File: src/logic/ssh_pkg.sv
package ssh_pkg;

  // Register byte offsets
  localparam logic [7:0] OFF_CONFIG = 8'h00;
  localparam logic [7:0] OFF_OFFSET = 8'h04;
  localparam logic [7:0] OFF_DIAG_SRC = 8'h08;
  localparam logic [7:0] OFF_DIAG_DISP = 8'h0C;
  localparam logic [7:0] OFF_STATUS = 8'h10;
  localparam logic [7:0] OFF_COMMAND = 8'h14;

  // Config register fields
  localparam int CFG_INPUT_LSB = 0;
  localparam int CFG_SOURCE_LSB = 8;
  localparam int CFG_LEVEL_BIT = 12;

  // Status register fields
  localparam int ST_RUN_BIT = 0;
  localparam int ST_ON_BIT = 1;
  localparam int ST_LOCK_BIT = 2;
  localparam int ST_ACTIVE_BIT = 3;
  localparam int ST_PINS_LSB = 4;
  localparam int ST_CMP_LSB = 16;

  // Command register bits
  localparam int CMD_IDENT_BIT = 0;
  localparam int CMD_RESTORE_BIT = 1;

  // Input configuration selecting 0-10 V start/stop
  localparam logic [7:0] INPUT_CFG_START_STOP = 8'h0C;

  // Control source codes
  localparam logic [1:0] SRC_KEYPAD = 2'h0;
  localparam logic [1:0] SRC_TERMINAL_STRIP = 2'h1;
  localparam logic [1:0] SRC_NETWORK = 2'h2;

  // Diagnostics source selections
  localparam logic [7:0] DIAG_SEL_COMPARED = 8'h0A;
  localparam logic [7:0] DIAG_SEL_STOP_THR = 8'h0B;
  localparam logic [7:0] DIAG_SEL_START_THR = 8'h0C;

  // Threshold defaults and limits in A/D counts
  localparam logic [10:0] STOP_THR_DEFAULT = 11'h014;
  localparam logic [10:0] START_THR_DEFAULT = 11'h021;
  localparam logic [10:0] STOP_THR_MIN = 11'h005;
  localparam logic [10:0] STOP_THR_MAX = 11'h3FF;
  localparam logic [10:0] START_THR_MIN = 11'h000;
  localparam logic [10:0] START_THR_MAX = 11'h7D0;

  // Offset correction limits and default
  localparam logic signed [10:0] OFFSET_MIN = -11'sh384;
  localparam logic signed [10:0] OFFSET_MAX = 11'sh384;
  localparam logic signed [10:0] OFFSET_DEFAULT = 11'sh000;

  // Terminal strip and keypad pin index
  localparam int PIN_FUNC_LOSS = 0;
  localparam int PIN_STOP = 1;
  localparam int PIN_START = 2;
  localparam int PIN_KEYPAD_STOP = 3;
  localparam int NUM_PINS = 4;

  // Whole block state
  typedef struct packed {
    logic [NUM_PINS-1:0] sync1;
    logic [NUM_PINS-1:0] sync2;
    logic [NUM_PINS-1:0] sync3;
    logic [NUM_PINS-1:0] pins;
    logic keypad_prev;
    logic [7:0] input_cfg;
    logic [1:0] terminal_strip_source;
    logic level_sense;
    logic signed [10:0] offset;
    logic [7:0] diag_src;
    logic [10:0] stop_thr;
    logic [10:0] start_thr;
    logic signed [11:0] compared;
    logic analog_on;
    logic rise;
    logic keypad_lock;
    logic run;
    logic [31:0] prdata;
    logic pready;
    logic pslverr;
  } ssh_state_t;

endpackage

File: src/logic/ssh_top.sv
// The implementer's own choices: the register addresses and the APB register port.
`timescale 1ns/1ns
// Contract
// - Input config 12 makes the analog input a 0-10 V start/stop source.
// - Start when compared value rises strictly above start threshold, permissives met.
// - Stop whenever compared value is at or below stop threshold.
// - Open terminal start input forces stop and holds it.
// - Start allowed only while terminal start input is closed.
// - Feature active only with control source set to terminal strip.
// - Closed function-loss, stop and start inputs are start permissives.
// - Terminal stop and function-loss inputs always stop the drive.
// - Compare offset-corrected value; diagnostics source 10 shows it.
// - Diagnostics source 11 maps stop threshold, 12 start threshold, read/write.
// - Power module identification loads thresholds 20 stop, 33 start.
// - Restore-defaults leaves both thresholds unchanged.
// - Stop threshold limited to 5..1023 counts.
// - Start threshold limited to 0..2000 counts.
// - Stop threshold above start threshold: stop wins.
// - Edge mode starts only on off-to-on transition with permissives met.
// - Level mode starts whenever input is on with permissives met.
// - Keypad stop in level mode needs a new off-to-on transition.
// - Analog input off stops and holds stopped in either mode.
// - Compared value is signed offset plus 10-bit A/D result.
// - Offset accepts -900..+900 counts.
module ssh_top (
  // Clock and reset
  input wire logic clk,
  input wire logic nrst,
  // APB slave
  input wire logic psel,
  input wire logic penable,
  input wire logic pwrite,
  input wire logic [7:0] paddr,
  input wire logic [31:0] pwdata,
  output logic [31:0] prdata,
  output logic pready,
  output logic pslverr,
  // A/D converter, same clock
  input wire logic [9:0] adc_data,
  input wire logic adc_valid,
  // Terminal strip and keypad pins, high means closed or pressed
  input wire logic ts_func_loss_closed,
  input wire logic ts_stop_closed,
  input wire logic ts_start_closed,
  input wire logic keypad_stop,
  // Start/stop result
  output logic run_cmd,
  output logic analog_on
);

  ssh_pkg::ssh_state_t s_q;
  ssh_pkg::ssh_state_t s_d;

  // Saturate an unsigned write to a threshold window
  function automatic logic [10:0] clamp_thr(input logic [15:0] v, input logic [10:0] lo,
                                            input logic [10:0] hi);
    logic [10:0] r;
    if (v < {5'h00, lo}) begin
      r = lo;
    end else if (v > {5'h00, hi}) begin
      r = hi;
    end else begin
      r = v[10:0];
    end
    return r;
  endfunction

  // Saturate a signed write to the offset window
  function automatic logic signed [10:0] clamp_off(input logic signed [15:0] v);
    logic signed [10:0] r;
    if (v < 16'(ssh_pkg::OFFSET_MIN)) begin
      r = ssh_pkg::OFFSET_MIN;
    end else if (v > 16'(ssh_pkg::OFFSET_MAX)) begin
      r = ssh_pkg::OFFSET_MAX;
    end else begin
      r = v[10:0];
    end
    return r;
  endfunction

  // Next-state logic for the whole block
  always_comb begin
    logic [ssh_pkg::NUM_PINS-1:0] raw;
    logic [ssh_pkg::NUM_PINS-1:0] agree;
    logic keypad_press;
    logic active;
    logic permit;
    logic new_on;
    logic signed [11:0] sum;
    logic setup;
    logic access;
    logic mapped;
    logic [31:0] rdata;
    logic [31:0] disp;
    raw = '0;
    agree = '0;
    keypad_press = 1'b0;
    active = 1'b0;
    permit = 1'b0;
    new_on = 1'b0;
    sum = '0;
    setup = 1'b0;
    access = 1'b0;
    mapped = 1'b0;
    rdata = '0;
    disp = '0;
    s_d = s_q;

    // Three-stage pin synchronisers; a change counts once stages two and three agree
    raw[ssh_pkg::PIN_FUNC_LOSS] = ts_func_loss_closed;
    raw[ssh_pkg::PIN_STOP] = ts_stop_closed;
    raw[ssh_pkg::PIN_START] = ts_start_closed;
    raw[ssh_pkg::PIN_KEYPAD_STOP] = keypad_stop;
    s_d.sync1 = raw;
    s_d.sync2 = s_q.sync1;
    s_d.sync3 = s_q.sync2;
    agree = ~(s_q.sync2 ^ s_q.sync3);
    s_d.pins = (agree & s_q.sync3) | (~agree & s_q.pins);

    // Keypad stop acts on the press, not while held
    keypad_press = s_q.pins[ssh_pkg::PIN_KEYPAD_STOP] & ~s_q.keypad_prev;
    s_d.keypad_prev = s_q.pins[ssh_pkg::PIN_KEYPAD_STOP];

    // Feature enable
    active = (s_q.input_cfg == ssh_pkg::INPUT_CFG_START_STOP) &&
             (s_q.terminal_strip_source == ssh_pkg::SRC_TERMINAL_STRIP);

    // All three terminal inputs must be closed to permit a start
    permit = active & s_q.pins[ssh_pkg::PIN_FUNC_LOSS]
                    & s_q.pins[ssh_pkg::PIN_STOP]
                    & s_q.pins[ssh_pkg::PIN_START];

    // Hysteresis evaluated only on a fresh sample, so noise between samples is ignored
    s_d.rise = 1'b0;
    if (adc_valid) begin
      sum = $signed({2'b00, adc_data}) + 12'(s_q.offset);
      // Stop check first so an inverted threshold pair still stops
      if (sum <= $signed({1'b0, s_q.stop_thr})) begin
        new_on = 1'b0;
      end else if (sum > $signed({1'b0, s_q.start_thr})) begin
        new_on = 1'b1;
      end else begin
        new_on = s_q.analog_on;
      end
      s_d.compared = sum;
      s_d.analog_on = new_on;
      s_d.rise = new_on & ~s_q.analog_on;
    end

    // Keypad lock blocks level restarts until the input goes off again
    if (keypad_press) begin
      s_d.keypad_lock = 1'b1;
    end else if (!s_q.analog_on) begin
      s_d.keypad_lock = 1'b0;
    end

    // Run command; every stop path outranks every start path
    if (!permit || !s_q.analog_on || keypad_press) begin
      s_d.run = 1'b0;
    end else if (s_q.rise) begin
      s_d.run = 1'b1;
    end else if (s_q.level_sense && !s_q.keypad_lock) begin
      s_d.run = 1'b1;
    end

    // Diagnostics display view
    case (s_q.diag_src)
      ssh_pkg::DIAG_SEL_COMPARED: disp = 32'(s_q.compared);
      ssh_pkg::DIAG_SEL_STOP_THR: disp = {21'h000000, s_q.stop_thr};
      ssh_pkg::DIAG_SEL_START_THR: disp = {21'h000000, s_q.start_thr};
      default: disp = '0;
    endcase

    // APB decode; answer registered in the setup cycle so pready is a flop
    setup = psel & ~penable;
    access = psel & penable & s_q.pready;
    case (paddr)
      ssh_pkg::OFF_CONFIG: begin
        mapped = 1'b1;
        rdata[ssh_pkg::CFG_INPUT_LSB +: 8] = s_q.input_cfg;
        rdata[ssh_pkg::CFG_SOURCE_LSB +: 2] = s_q.terminal_strip_source;
        rdata[ssh_pkg::CFG_LEVEL_BIT] = s_q.level_sense;
      end
      ssh_pkg::OFF_OFFSET: begin
        mapped = 1'b1;
        rdata = 32'(s_q.offset);
      end
      ssh_pkg::OFF_DIAG_SRC: begin
        mapped = 1'b1;
        rdata[7:0] = s_q.diag_src;
      end
      ssh_pkg::OFF_DIAG_DISP: begin
        mapped = 1'b1;
        rdata = disp;
      end
      ssh_pkg::OFF_STATUS: begin
        mapped = 1'b1;
        rdata[ssh_pkg::ST_RUN_BIT] = s_q.run;
        rdata[ssh_pkg::ST_ON_BIT] = s_q.analog_on;
        rdata[ssh_pkg::ST_LOCK_BIT] = s_q.keypad_lock;
        rdata[ssh_pkg::ST_ACTIVE_BIT] = active;
        rdata[ssh_pkg::ST_PINS_LSB +: ssh_pkg::NUM_PINS] = s_q.pins;
        rdata[ssh_pkg::ST_CMP_LSB +: 12] = s_q.compared;
      end
      ssh_pkg::OFF_COMMAND: begin
        mapped = 1'b1;
      end
      default: begin
        mapped = 1'b0;
      end
    endcase

    if (setup) begin
      s_d.pready = 1'b1;
      s_d.pslverr = ~mapped;
      s_d.prdata = (pwrite || !mapped) ? 32'h00000000 : rdata;
    end else if (access) begin
      s_d.pready = 1'b0;
      s_d.pslverr = 1'b0;
      s_d.prdata = '0;
    end

    // Register writes land on the completing access edge only
    if (access && pwrite && mapped) begin
      case (paddr)
        ssh_pkg::OFF_CONFIG: begin
          s_d.input_cfg = pwdata[ssh_pkg::CFG_INPUT_LSB +: 8];
          s_d.terminal_strip_source = pwdata[ssh_pkg::CFG_SOURCE_LSB +: 2];
          s_d.level_sense = pwdata[ssh_pkg::CFG_LEVEL_BIT];
        end
        ssh_pkg::OFF_OFFSET: begin
          s_d.offset = clamp_off($signed(pwdata[15:0]));
        end
        ssh_pkg::OFF_DIAG_SRC: begin
          s_d.diag_src = pwdata[7:0];
        end
        ssh_pkg::OFF_DIAG_DISP: begin
          if (s_q.diag_src == ssh_pkg::DIAG_SEL_STOP_THR) begin
            s_d.stop_thr = clamp_thr(pwdata[15:0], ssh_pkg::STOP_THR_MIN,
                                     ssh_pkg::STOP_THR_MAX);
          end else if (s_q.diag_src == ssh_pkg::DIAG_SEL_START_THR) begin
            s_d.start_thr = clamp_thr(pwdata[15:0], ssh_pkg::START_THR_MIN,
                                      ssh_pkg::START_THR_MAX);
          end
        end
        ssh_pkg::OFF_COMMAND: begin
          // Restore defaults resets settings but deliberately spares thresholds
          if (pwdata[ssh_pkg::CMD_RESTORE_BIT]) begin
            s_d.input_cfg = '0;
            s_d.terminal_strip_source = ssh_pkg::SRC_KEYPAD;
            s_d.level_sense = 1'b0;
            s_d.offset = ssh_pkg::OFFSET_DEFAULT;
            s_d.diag_src = '0;
          end
          // Identification still loads thresholds if both bits are written together
          if (pwdata[ssh_pkg::CMD_IDENT_BIT]) begin
            s_d.stop_thr = ssh_pkg::STOP_THR_DEFAULT;
            s_d.start_thr = ssh_pkg::START_THR_DEFAULT;
          end
        end
        default: begin
          s_d.diag_src = s_q.diag_src;
        end
      endcase
    end
  end

  // State register; thresholds come up at their defaults
  always_ff @(posedge clk or negedge nrst) begin
    if (!nrst) begin
      s_q <= '0;
      s_q.stop_thr <= ssh_pkg::STOP_THR_DEFAULT;
      s_q.start_thr <= ssh_pkg::START_THR_DEFAULT;
      s_q.offset <= ssh_pkg::OFFSET_DEFAULT;
      s_q.terminal_strip_source <= ssh_pkg::SRC_KEYPAD;
    end else begin
      s_q <= s_d;
    end
  end

  // Outputs straight from state flops
  assign prdata = s_q.prdata;
  assign pready = s_q.pready;
  assign pslverr = s_q.pslverr;
  assign run_cmd = s_q.run;
  assign analog_on = s_q.analog_on;

endmodule

File: config.mk
export PLATFORM = sky130hd
export DESIGN_NAME = ssh_top
export DESIGN_NICKNAME = d
export VERILOG_FILES = /design/src/logic/ssh_pkg.sv /design/src/logic/ssh_top.sv
export SDC_FILE = /design/constraint.sdc
export NUM_CORES = 1
export LEC_CHECK = 0
export ABC_AREA = 1
export ABC_CLOCK_PERIOD_IN_PS = 2800
export BUFFER_PORTS_ARGS = -buffer_cell sky130_fd_sc_hd__buf_2
export CAP_MARGIN = 20
export CORE_MARGIN = 2
export CORE_UTILIZATION = 50
export DETAILED_ROUTE_END_ITERATION = 10
export HOLD_SLACK_MARGIN = 0.02
export PLACE_DENSITY = 0.74
export SYNTH_ARGS = -nofsm -noshare
export SYNTH_HDL_FRONTEND = slang
export SYNTH_SLANG_ARGS = --single-unit
File: constraint.sdc
create_clock -name clk -period 2.8 [get_ports clk]
set_input_delay 0.28 -clock clk [delete_from_list [all_inputs] [get_ports clk]]
set_output_delay 0.28 -clock clk [all_outputs]
set_load 0.03 [all_outputs]
==> metrics.yaml <==
die:
  die_w_um: 122
  io_pins: 96
  die_area_um2: 15000
  die_height_um: 122
  core_area_um2: 13800
  rows: 43
  start_util_pct: 50.8
layout:
  fillers: 1314
  drive_gt1_share_pct: 20.6
  final_cells: 1160
  stdcell_area_um2: 7880
  syn_to_final_growth_pct: 12.5
  regArea_um2: 2810
  multiInputGateArea_um2: 3430
  diodes: 0
  final_nets: 1068
synth:
  synthArstFlopShare_pct: 100
  seq_area_frac_synth_pct: 40.1
  synth_edf_count: 0
  avgSynthCellArea_um2: 7.69
  synth_area_um2: 7000
  yosys_register_bits: 112
  synth_ff_type: "dfrtp_1"
  postSynthCellCount: 910
  synthTopCellsByArea: "dfrtp_1 39%, nand2_1 15%, ha_1 5.7%, inv_1 5.7%, nand3_1 5.6%"
  synth_top_area_share_pct: 38.6
  synth_nets: 1003
  synth.largest_area_cell: "dfrtp_1"
  ys_types: 49
  yosys_warnings: 0
drt:
  final_antenna_net_count: 0
  drc_errors: 0
  drt_iter0_markers: 521
  via_count: 6264
  viasPerCell: 5.40
  wl_um: 19100
  dr.pass1.iters: 8
  wl_per_cell_um: 16.4
worst_setup_path:
  path_cells: "ha_2, fa_2, nand3_2, nand2_2, a21boi_2, o21bai_1, xor2_1, inv_1, ha_1, nand2_1, inv_2, nand3_2, o31ai_2, inv_1, nand4_1, nor2_1"
  crit_type: "register to register"
  path_buf_inv: 3
  critPathLaunch: "s_q[80]"
  worstPathArrival_ps: 2940
  r2r-start: "s_q[80]"
  cp.required_ps: 3050
  startpoint_type: "register"
  crit_path_top_delay_cell: "dfrtp_1"
  slowest_delay_ps: 400
  crit_fanout: 2
  endpoint_kind: "register"
  endpoint: "s_q[36]"
  r2r_setup_slack_ps: 110
  crit_family: "adder cells"
  r2r_end: "s_q[36]"
  cp.depth: 16
  reg2regPathDepth: 16
timing:
  fin_worst_skew_ps: 11.0
  rsz0062_at_grt: "true"
  layout_min_cycle_time_ps: 2690
  worstMarginPinSlew_ps: 718
  setup_tns_ps: 0
  setup_viol: 0
  slew_headroom_pct: 51.8
  clock.fmax_ghz: 0.372
  timing.final.max_slew_violations: 0
  finalCritPeriodShare_pct: 96.0
  hold_violations: 0
global_routing:
  antenna_found_initial: 0
  grt_overflow: 0
  track_usage_pct: 26.0
  first_global_vias: 5675
  grt_pass1_wl_um: 29700
  grt_max_degree: 48
placement:
  place.gp.congestion: 0.973
  port_buffers: 79
  place_inst: 1139
  dp_hpwl_um: 14800
  dpl-instance-area_um2: 7440
clocking:
  clk_pin_slew_ps: 80
  numCtsBuffers: 9
  h-tree-depth: 3
  clk_latency_ps: 370
  cts_tree: "done"
  clockBufferDepth: 2
  root_buffer: "clkbuf_16"
  cts.sinks: 112
flow_run:
  max_cap_violations: 0
worst_hold_path:
  hold_path_class: "input pin to register"
  hold_start: "ts_func_loss_closed"
power:
  power_w: 0.00344
  peakVddDrop_mv: 0.269
  p_leak_nw: 4.18
  p_per_area_nw_per_um2: 437
status:
  outcome: "finished clean"
cells in the mapped netlist (all sizes together) (4+ instances only):
library cell and count:
inv 110, nand3 82, dfrtp 108, a21oi 17, dfstp 4, o211ai 10
o21ai 77, nand2 290, nor3 11, ha 32, maj3 4, nand4 16
o22ai 11, clkbuf 9, buf 49, nor2 52, xor2 6
metal layers:
layer / vias to the layer above / GRT usage [%] / routed length [µm]
li1: 3031 / - / -
met1: 2954 / 37.5 / 8790
met2: 249 / 40.7 / 8630
met3: 30 / 3.35 / 1160
met4: 0 / 8.48 / 485
met5: - / 0 / 0
through the flow:
step	hold WS, ps	utilization (%)	worst slack (ps)
after global placement	324	54.0	-39.3
after CTS	23.8	56.6	5.23
after floorplan	-15.6	-	147
final	31.1	57.2	113
after global routing	23.9	57.2	-74.5
after detailed placement	327	54.0	-88.5
report_power, final:
group | leakage (nW) | switching [W] | internal [W]
clock network | 0.152 | 0.000674 | 0.000643
logic | 2.62 | 0.000273 | 0.000150
registers | 1.41 | 0.0000399 | 0.00166
cell families (layout without fill, tap and decap cells):
group	count (synthesis)	after routing	synth area share, %
adders and majority gates	37	37	6.58
buffers and inverters	171	241	12.0
AOI/OAI and AO/OA	126	126	11.7
xor gates and xnor gates	8	8	1.00
and+or+nand+nor	456	456	28.6
DFF	112	112	40.1
state kept, by name (all words and copies together) (netlist names), named ones only:
signal and cells:
s_q 71, pslverr 1, s_d 8, run_cmd 1
analog_on 1, pready 1, prdata 25
layout make-up:
type	count	area share [%]
Multi-Input combinational cell	627	43.6
Sequential cell	112	35.6
Timing Repair Buffer	112	8.48
Inverter	113	5.45
Clock buffer	9	2.86
Tap cell	180	2.86
Clock inverter	7	1.13
worst min path at each step:
stage,end,slack [ps],depth (start not counted)
2_1_floorplan,async pin,-20,0
3_3_place_gp,pready,320,1
3_5_place_dp,pready,330,1
4_1_cts,s_d[111],20,1
5_1_grt,s_d[111],20,1
6_report,s_d[111],30,1
cells in the final DEF, fill, tap and decap left out, types with 4 or more instances in the layout:
| master | Yosys | final |
|---|---|---|
| o21ai_1 | 12 | 12 |
| o21ai_2 | 28 | 29 |
| nor2_1 | 42 | 41 |
| o22ai_1 | 11 | 11 |
| inv_1 | 106 | 105 |
| buf_2 | 5 | 78 |
| xor2_1 | 6 | 6 |
| a21oi_1 | 15 | 12 |
| o21ai_0 | 37 | 36 |
| dfrtp_1 | 108 | 108 |
| nand4_1 | 16 | 16 |
| nand3_2 | 2 | 4 |
| ha_1 | 32 | 30 |
| nand2_1 | 284 | 283 |
| a21oi_2 | 1 | 4 |
| o211ai_1 | 10 | 10 |
| buf_4 | 35 | 29 |
| nor3_1 | 9 | 9 |
| dlygate4sd3_1 | 0 | 4 |
| dfstp_2 | 4 | 4 |
| maj3_1 | 4 | 4 |
| nand2_2 | 4 | 5 |
| clkbuf_16 | 0 | 9 |
| nand3_1 | 79 | 77 |
| nor2_2 | 6 | 7 |
what timing repair did:
| item | in CTS | in global routing |
|---|---|---|
| endpoints found under the hold margin | 48 | 0 |
| buffers inserted | 0 | 1 |
| hold buffers | 4 | 0 |
| endpoints found under the setup margin | 2 | 2 |
| pin swaps | 0 | 6 |
| resized for setup | 1 | 19 |
(Power assumes the default switching activity.)
